### src/hdl/gbpe_regs.svh
// gbpe_regs.svh: constants of the gpio blink/pwm expander port logic
// assumes: included by its bare name from the package and the top module
`ifndef GBPE_REGS_SVH
`define GBPE_REGS_SVH

// port counts
`define GBPE_NUM_IO        16
`define GBPE_NUM_OUT       17
`define GBPE_LO_W          8

// reset values
`define GBPE_DIR_RST       16'hffff
`define GBPE_REF_RST       16'h0000

// pwm timing
`define GBPE_OSC_FREQ_KHZ  32
`define GBPE_CLK_FREQ_KHZ  10000
`define GBPE_PWM_LAST      8'hef

`endif

### src/hdl/gbpe_pkg.sv
// gbpe_pkg.sv: types of the gpio blink/pwm expander port logic
// assumes: gbpe_regs.svh is on the include path
`include "gbpe_regs.svh"

package gbpe_pkg;

  typedef logic [`GBPE_NUM_OUT-1:0][3:0] gbpe_lvl_arr_t;

  // pwm configuration, supplied by the serial register file
  typedef struct packed {
    logic [`GBPE_NUM_OUT-1:0] out_en;
    logic                     global_en;
    logic [7:0]               global_lvl;
    logic [3:0]               master;
    gbpe_lvl_arr_t            indiv;
  } gbpe_pwm_cfg_t;

  // static and blink output levels, bit 16 is the shared pin
  typedef struct packed {
    logic [`GBPE_NUM_OUT-1:0] phase0;
    logic [`GBPE_NUM_OUT-1:0] phase1;
    logic                     blink_en;
    logic                     blink_flip;
  } gbpe_out_cfg_t;

endpackage

### src/hdl/gbpe_top.sv
// gbpe_top.sv: port logic of a 16-port open-drain expander with blink and pwm
// assumes: config comes from serial register logic on clk_sys; pins and the
// pwm oscillator are asynchronous and are synchronised here
// open-drain pins: an enable high pulls the pin low, data levels stay low
`timescale 1ns/1ps
`include "gbpe_regs.svh"

// How it works
// after reset all sixteen ports are inputs
// input levels always show real pin levels
// reading a half captures its reference snapshot
// inputs are compared against their captured reference
// any difference pulls shared pin low (irq)
// irq clears on return or on read
// shared pin: irq or seventeenth blinkable output
// blink off: phase zero levels drive outputs
// blink on: flip flag selects phase set
// pwm timing from the sampled oscillator clock
// pwm per output, others static glitch-free
// pwm fully off: static outputs, oscillator stopped
// master level sets window up to 225 of 240 counts
// per-output level scales within master window
// optional global level, 240 steps for all
// idle serial and no pwm means standby
// counter wraps each period, low below threshold
// phase switch happens on one edge for all
module gbpe_top
  import gbpe_pkg::*;
(
  input  wire logic                     clk_sys,
  input  wire logic                     sys_rst,
  input  wire logic [`GBPE_NUM_IO-1:0]  port_pin_i,
  output logic      [`GBPE_NUM_IO-1:0]  port_pin_o,
  output logic      [`GBPE_NUM_IO-1:0]  port_pin_oe,
  output logic                          irq_or_extra_output_pin_o,
  output logic                          irq_or_extra_output_pin_oe,
  input  wire logic                     pwm_osc_clk,
  input  wire logic [`GBPE_NUM_IO-1:0]  port_is_input,
  input  wire logic                     irq_pin_is_output,
  input  wire gbpe_out_cfg_t            out_cfg,
  input  wire gbpe_pwm_cfg_t            pwm_cfg,
  input  wire logic                     in_read_lo,
  input  wire logic                     in_read_hi,
  input  wire logic                     serial_busy,
  output logic      [`GBPE_NUM_IO-1:0]  in_level,
  output logic      [`GBPE_NUM_IO-1:0]  in_ref,
  output logic                          irq_pending,
  output logic                          osc_enable,
  output logic                          standby
);

  // pin synchroniser
  logic [`GBPE_NUM_IO-1:0]  pin_s1_ff;
  logic [`GBPE_NUM_IO-1:0]  pin_s2_ff;

  always_ff @(posedge clk_sys) begin
    if (sys_rst) begin
      pin_s1_ff <= '0;
      pin_s2_ff <= '0;
    end else begin
      pin_s1_ff <= port_pin_i;
      pin_s2_ff <= pin_s1_ff;
    end
  end

  // oscillator synchroniser and edge history
  logic                     osc_s1_ff;
  logic                     osc_s2_ff;
  logic                     osc_s3_ff;

  always_ff @(posedge clk_sys) begin
    if (sys_rst) begin
      osc_s1_ff <= 1'b0;
      osc_s2_ff <= 1'b0;
      osc_s3_ff <= 1'b0;
    end else begin
      osc_s1_ff <= pwm_osc_clk;
      osc_s2_ff <= osc_s1_ff;
      osc_s3_ff <= osc_s2_ff;
    end
  end

  // port direction register
  logic [`GBPE_NUM_IO-1:0]  dir_in_ff;
  logic [`GBPE_NUM_IO-1:0]  nxt_dir_in;

  always_comb begin
    nxt_dir_in = port_is_input;
  end

  always_ff @(posedge clk_sys) begin
    if (sys_rst) begin
      dir_in_ff <= `GBPE_DIR_RST;
    end else begin
      dir_in_ff <= nxt_dir_in;
    end
  end

  // input snapshot and transition detection
  logic [`GBPE_NUM_IO-1:0]  ref_ff;
  logic [`GBPE_NUM_IO-1:0]  nxt_ref;
  logic                     irq_ff;
  logic                     nxt_irq;
  logic [`GBPE_NUM_IO-1:0]  diff;

  always_comb begin
    nxt_ref    = ref_ff;
    if (in_read_lo) begin
      nxt_ref[`GBPE_LO_W-1:0] = pin_s2_ff[`GBPE_LO_W-1:0];
    end
    if (in_read_hi) begin
      nxt_ref[`GBPE_NUM_IO-1:`GBPE_LO_W] = pin_s2_ff[`GBPE_NUM_IO-1:`GBPE_LO_W];
    end
    diff    = (pin_s2_ff ^ nxt_ref) & dir_in_ff;
    nxt_irq = |diff;
  end

  always_ff @(posedge clk_sys) begin
    if (sys_rst) begin
      ref_ff    <= `GBPE_REF_RST;
      irq_ff    <= 1'b0;
    end else begin
      ref_ff    <= nxt_ref;
      irq_ff    <= nxt_irq;
    end
  end

  // oscillator run request
  logic        osc_en_ff;
  logic        nxt_osc_en;

  always_comb begin
    nxt_osc_en = |pwm_cfg.out_en;
  end

  always_ff @(posedge clk_sys) begin
    if (sys_rst) begin
      osc_en_ff <= 1'b0;
    end else begin
      osc_en_ff <= nxt_osc_en;
    end
  end

  // pwm period counter on oscillator edges
  logic [7:0]  cnt_ff;
  logic [7:0]  nxt_cnt;
  logic        osc_rise;

  always_comb begin
    osc_rise   = osc_s2_ff & ~osc_s3_ff;
    nxt_cnt    = cnt_ff;
    if (!osc_en_ff) begin
      nxt_cnt = 8'h00;
    end else if (osc_rise) begin
      if (cnt_ff == `GBPE_PWM_LAST) begin
        nxt_cnt = 8'h00;
      end else begin
        nxt_cnt = cnt_ff + 8'h01;
      end
    end
  end

  always_ff @(posedge clk_sys) begin
    if (sys_rst) begin
      cnt_ff    <= 8'h00;
    end else begin
      cnt_ff    <= nxt_cnt;
    end
  end

  // per-output pwm threshold, widened before the product so it is not cut to 4 bits
  logic [`GBPE_NUM_OUT-1:0][7:0]  thr_ff;
  logic [`GBPE_NUM_OUT-1:0][7:0]  nxt_thr;

  genvar gi;
  generate
    for (gi = 0; gi < `GBPE_NUM_OUT; gi = gi + 1) begin : g_thr
      always_comb begin
        if (pwm_cfg.global_en) begin
          nxt_thr[gi] = pwm_cfg.global_lvl;
        end else begin
          nxt_thr[gi] = 8'(pwm_cfg.master) * 8'(pwm_cfg.indiv[gi]);
        end
      end
    end
  endgenerate

  always_ff @(posedge clk_sys) begin
    if (sys_rst) begin
      thr_ff <= '0;
    end else begin
      thr_ff <= nxt_thr;
    end
  end

  // compare each output against the shared period count
  logic [`GBPE_NUM_OUT-1:0]  pwm_on;

  always_comb begin
    for (int i = 0; i < `GBPE_NUM_OUT; i++) begin
      pwm_on[i] = osc_en_ff & (cnt_ff < thr_ff[i]);
    end
  end

  // blink phase select, one register so all bits switch on one edge
  logic                     phase_sel_ff;
  logic                     nxt_phase_sel;

  always_comb begin
    nxt_phase_sel = out_cfg.blink_en & out_cfg.blink_flip;
  end

  always_ff @(posedge clk_sys) begin
    if (sys_rst) begin
      phase_sel_ff <= 1'b0;
    end else begin
      phase_sel_ff <= nxt_phase_sel;
    end
  end

  // port pull-down enables
  logic [`GBPE_NUM_IO-1:0]  oe_ff;
  logic [`GBPE_NUM_IO-1:0]  nxt_oe;
  logic [`GBPE_NUM_OUT-1:0] lvl;
  logic [`GBPE_NUM_OUT-1:0] drive_low;

  always_comb begin
    if (phase_sel_ff) begin
      lvl = out_cfg.phase1;
    end else begin
      lvl = out_cfg.phase0;
    end
    drive_low = ~lvl & (~pwm_cfg.out_en | pwm_on);
    nxt_oe    = drive_low[`GBPE_NUM_IO-1:0] & ~dir_in_ff;
  end

  always_ff @(posedge clk_sys) begin
    if (sys_rst) begin
      oe_ff <= '0;
    end else begin
      oe_ff <= nxt_oe;
    end
  end

  // shared pin: interrupt or seventeenth output
  logic                     irq_oe_ff;
  logic                     nxt_irq_oe;

  always_comb begin
    if (irq_pin_is_output) begin
      nxt_irq_oe = drive_low[`GBPE_NUM_IO];
    end else begin
      nxt_irq_oe = nxt_irq;
    end
  end

  always_ff @(posedge clk_sys) begin
    if (sys_rst) begin
      irq_oe_ff <= 1'b0;
    end else begin
      irq_oe_ff <= nxt_irq_oe;
    end
  end

  // automatic standby
  logic                     standby_ff;
  logic                     nxt_standby;

  always_comb begin
    nxt_standby = ~serial_busy & ~nxt_osc_en;
  end

  always_ff @(posedge clk_sys) begin
    if (sys_rst) begin
      standby_ff <= 1'b0;
    end else begin
      standby_ff <= nxt_standby;
    end
  end

  // open-drain data levels: always low, the enables decide
  logic [`GBPE_NUM_IO-1:0]  pin_o_ff;
  logic [`GBPE_NUM_IO-1:0]  nxt_pin_o;
  logic                     irq_o_ff;
  logic                     nxt_irq_o;

  always_comb begin
    nxt_pin_o = '0;
    nxt_irq_o = 1'b0;
  end

  always_ff @(posedge clk_sys) begin
    if (sys_rst) begin
      pin_o_ff <= '0;
      irq_o_ff <= 1'b0;
    end else begin
      pin_o_ff <= nxt_pin_o;
      irq_o_ff <= nxt_irq_o;
    end
  end

  // outputs
  assign port_pin_o                 = pin_o_ff;
  assign irq_or_extra_output_pin_o  = irq_o_ff;
  assign port_pin_oe                = oe_ff;
  assign irq_or_extra_output_pin_oe = irq_oe_ff;
  assign in_level                   = pin_s2_ff;
  assign in_ref                     = ref_ff;
  assign irq_pending                = irq_ff;
  assign osc_enable                 = osc_en_ff;
  assign standby                    = standby_ff;

endmodule

### config.mk
export PLATFORM = sky130hd
export DESIGN_NAME = gbpe_top
export DESIGN_NICKNAME = d
export VERILOG_FILES = /design/src/hdl/gbpe_pkg.sv /design/src/hdl/gbpe_top.sv
export VERILOG_INCLUDE_DIRS = /design/src /design/src/hdl
export SDC_FILE = /design/constraint.sdc
export NUM_CORES = 1
export LEC_CHECK = 0
export BUFFER_PORTS_ARGS = -buffer_cell sky130_fd_sc_hd__buf_2
export CAP_MARGIN = 20
export CELL_PAD_IN_SITES_DETAIL_PLACEMENT = 1
export CELL_PAD_IN_SITES_GLOBAL_PLACEMENT = 1
export CORE_ASPECT_RATIO = 1.75
export CORE_MARGIN = 2
export CORE_UTILIZATION = 30
export DETAILED_ROUTE_END_ITERATION = 10
export PLACE_DENSITY = 0.55
export RECOVER_POWER = 50
export SLEW_MARGIN = 0
export SYNTH_ARGS = -nofsm -noshare
export SYNTH_HDL_FRONTEND = slang
export SYNTH_SLANG_ARGS = --single-unit
export TNS_END_PERCENT = 1
### constraint.sdc
create_clock -name clk_sys -period 5.4 [get_ports clk_sys]
set_input_delay 0.54 -clock clk_sys [delete_from_list [all_inputs] [get_ports clk_sys]]
set_output_delay 0.54 -clock clk_sys [all_outputs]
set_load 0.02 [all_outputs]
==> impl_results.md <==
* Data required time of the critical path at 5.84 ns
* Worst slew margin at -108.4%
* HPWL after DPL at 43000 microns
* # IOs at 242
* Number of antenna violations at the first check in global routing at 0
* Vias post-DR at 14420
* Metal2 WL at 29670 microns
* Vias in the first global route at 15650
* Pin count of the biggest net entering global routing at 83
* Critical path's largest stage delay at 2.17 ns
* Largest family of logic cells by synthesized area: adder cells
* Data arrival time at the worst-slack endpoint at 4.54 ns
* CTS tree: yes
* Register-to-register setup slack at 3.21 ns
* Synthesized area per cell at 9.094 sq um
* Average via count per standard cell at 4.792
* Number of unique standard cell types used by synthesis at 49
* CP Buf/Inv Count at 3
* Async set-reset flop share out of synthesis at 0%
* Number of standard cells after synthesis at 2017
* Routed Antenna Nets at 0
* Number of cell instances on the worst register-to-register path at 5
* Core Region at 0.06030 sq mm
* Critical path depth in cells at 6
* Overflow left after global routing at 0
* Simple-gate portion of the synthesized area at 20.80%
* Die area at 0.06321 sq mm
* Max Root-Sink Buffers at 3
* Final worst setup slack at 1.297 ns
* Pre-CTS setup slack at 1.268 ns
* Wire per inst at 18.97 microns
* Clock latency at the later pin of the worst-skew pair at 0.56 ns
* Overall fraction of global-route tracks in use at 18.14%
* Sum of routed wire segments on met1 at 24140 microns
* Critical path's top delay family: buffers and inverters
* Reg-to-reg critical path endpoint: port_pin_oe[11]
* Final hold violation count at 0
* Total power draw at 4.944 mW
* Max Cap Viol at 1
* Critical Path Most Common Cell: sky130_fd_sc_hd__buf_4
* Post CTS Setup Buffer Count at 0
* Transition at the pin with the smallest max-transition slack at 3.126 ns
* CTS root buffer: sky130_fd_sc_hd__clkbuf_16
* Leading register cell type out of synthesis: sky130_fd_sc_hd__dfxtp_1
* Fraction of layout cells with a size suffix above 1 at 12.68%
* Result of the run: finished with violations
* Clock-pin transition on the worst setup and hold timing paths at 0.06 ns
* Htree depth at 1
* Setup tns final at 0 ns
* Compound-Gate Fraction of Synth Area at 11.75%
* Number of detailed-routing iterations run before antenna repair at 6
* Hold bufs inserted after CTS at 0
* Clock Sinks at 232
* Crit. End Element: flop
* Core Rows at 119
* Xor and xnor area share after synthesis at 3.486%
* Total standard cell area after synthesis at 0.01834 sq mm
* Routability-driven placement congestion ratio at 0.7981
* Startpoint type of the worst setup path: primary input
* Sequence of cells on the critical path: clkbuf_1 > buf_4 > buf_4 > nor2_1 > nand3_1 > a31oi_1
* Total Routed Length at 57110 microns
* DRC violations left at 0
* Number of port buffers at 224
* Final setup violation count at 0
* Synthesis-stage register bit count at 232
* Worst-case clock skew at 0.02048 ns
* Top fanout value on the critical path at 82
* Number of CTS-inserted buffers at 25
* Leakage power total at 10.28 nW
* Most frequent cell after synthesis: sky130_fd_sc_hd__ha_1
* Fillers at 7070
* Diode count at 0
* Critical register-to-register path startpoint: cnt_ff[5]
* Worst hold-check path type: in2reg
* Most frequent cells after synthesis: 324 x sky130_fd_sc_hd__ha_1, 232 x sky130_fd_sc_hd__dfxtp_1, 204 x sky130_fd_sc_hd__and2_1
* Initial core utilization at 30.42%
* Sequential area share after synthesis at 25.32%
* Fmax achieved at 0.2437 GHz
* Category of the critical setup timing path: in2reg
* Cells taking the most area after synthesis: sky130_fd_sc_hd__dfxtp_1 25%, sky130_fd_sc_hd__ha_1 22%, sky130_fd_sc_hd__fa_1 7.4%, sky130_fd_sc_hd__and2_1 7.0%, sky130_fd_sc_hd__a21oi_1 3.8%
* Multiplexer area fraction after synthesis at 2.783%
* Fraction of the mapped netlist area in adder cells at 29.52%
* Portion of synthesized cell area occupied by the leading cell type at 25.32%
* Capture point of the critical path: port_pin_oe[8]
* Post-synth EDFFs at 0
* Unrepaired setup endpoints after global routing: false
* IR Drop Worst-Case VDD at 0.1872 mV
* Final worst path period need at 4.103 ns
* Die Y at 331.1 microns
* Violation count after the first detailed-routing iteration at 311
* First-pass GRT wire length at 88180 microns
* Horizontal die dimension at 190.9 microns
* Max Slew Vio Count at 70
* Top layer reached by signal wires: met4
* Final net count at 2770
* Period utilization at 75.98%
* Met3 routed wirelength at 2151 microns
* Post-synthesis cell type with the largest combined area: sky130_fd_sc_hd__dfxtp_1
* Slowest stage cell on the critical path: sky130_fd_sc_hd__clkbuf_1
* Number of warning messages in the yosys log at 0
* CTS-repair resized insts at 0
* Power density over the cells at 235.3 mW/mm^2
* Crit. Startpoint: sys_rst
* Violations in the final reports: capacitance limit, slew limit
* Post-synthesis to final-layout area growth at 14.54%
-- report_power, final --
part	internal, mW	total, mW	leakage (nW)	switching, mW
sequential	1.83	1.87	1.92	0.0448
combinational	0.561	1.30	7.95	0.734
clock	1.02	1.77	0.407	0.755
-- layout make-up --
cell class                      instances  area (sq um)  area share (%)
Inverter                              171         641.9           3.055
Multi-Input combinational cell       1527         12610           60.03
Tap cell                              786         983.4           4.681
Timing Repair Buffer                  248          1290           6.140
Clock buffer                           35         713.2           3.395
Clock inverter                         11         117.6          0.5598
Sequential cell                       232          4651           22.14
-- metal layers --
metal	vias up	track usage, %
met4	0	4.499
met5	-	0
met2	266	35.21
met3	51	1.659
met1	6942	21.01
li1	7165	-
-- placed cells by master, fill, tap and decap left out, types with 3 or more instances in the layout --
master,n
sky130_fd_sc_hd__nor3b_2,20
sky130_fd_sc_hd__clkbuf_1,58
sky130_fd_sc_hd__nor2_1,80
sky130_fd_sc_hd__nand4_1,34
sky130_fd_sc_hd__nor3_1,18
sky130_fd_sc_hd__xor2_1,50
sky130_fd_sc_hd__nand2b_1,71
sky130_fd_sc_hd__mux2i_1,51
sky130_fd_sc_hd__and2_1,204
sky130_fd_sc_hd__a21o_1,70
sky130_fd_sc_hd__nor2b_1,36
sky130_fd_sc_hd__nor3b_1,32
sky130_fd_sc_hd__fa_1,68
sky130_fd_sc_hd__o21ai_0,20
sky130_fd_sc_hd__clkbuf_8,5
sky130_fd_sc_hd__nor4b_1,15
sky130_fd_sc_hd__ha_1,324
sky130_fd_sc_hd__a31oi_1,16
sky130_fd_sc_hd__dfxtp_2,5
sky130_fd_sc_hd__clkbuf_16,25
sky130_fd_sc_hd__clkinv_2,5
sky130_fd_sc_hd__conb_1,17
sky130_fd_sc_hd__buf_4,21
sky130_fd_sc_hd__a21oi_1,139
sky130_fd_sc_hd__nor4_1,5
sky130_fd_sc_hd__or2_2,17
sky130_fd_sc_hd__o21bai_1,14
sky130_fd_sc_hd__xnor2_1,23
sky130_fd_sc_hd__a22oi_1,6
sky130_fd_sc_hd__dfxtp_1,227
sky130_fd_sc_hd__nand3_1,18
sky130_fd_sc_hd__a211oi_1,3
sky130_fd_sc_hd__nand2_1,94
sky130_fd_sc_hd__inv_1,171
sky130_fd_sc_hd__o21a_1,51
sky130_fd_sc_hd__o211ai_1,16
sky130_fd_sc_hd__buf_2,170
-- per-stage QoR --
stage / utilization [%] / instance area [sq um] / hold slack, ns / cells
6_report: 34.84 / 21010 / 0.1525 / 3010
5_1_grt: 34.84 / 21010 / 0.1374 / 3010
4_1_cts: 34.94 / 21070 / 0.1228 / 3009
3_5_place_dp: 33.56 / 20240 / 0.4291 / 2963
3_3_place_gp: 33.51 / 20210 / 0.4196 / 2962
2_1_floorplan: - / 18400 / 0.4138 / 2033
-- cell families (layout without fill, tap and decap cells) --
kind of cell,count (synthesis),after routing
mux,51,51
buf+inv,274,465
flops,232,232
other cells,1,17
simple gates,652,652
xor+xnor,73,73
fa+ha+maj,392,392
compound gates,342,342
-- how the worst min path moves through the flow --
stage                            from            end  slack [ns]  cells past startpoint
floorplan                pin_s1_ff[0]    in_level[0]        0.41                      1
CTS                       serial_busy        standby        0.12                      2
global placement         pin_s1_ff[2]    in_level[2]        0.42                      1
finish                    serial_busy        standby        0.15                      2
global route        port_is_input[12]  dir_in_ff[12]        0.14                      2
detailed placement       pin_s1_ff[7]    in_level[7]        0.43                      1
-- sequential cells by signal (all words and copies together), names as in the netlist --
register and count:
osc_s2_ff 1, pin_s1_ff 16, osc_enable 1, in_ref 16
osc_s3_ff 1, port_pin_oe 16, irq_or_extra_output_pin_oe 1, in_level 16
thr_ff 136, irq_pending 1, phase_sel_ff 1, dir_in_ff 16
osc_s1_ff 1, standby 1, cnt_ff 8
Power figures use the tool's default switching activity.
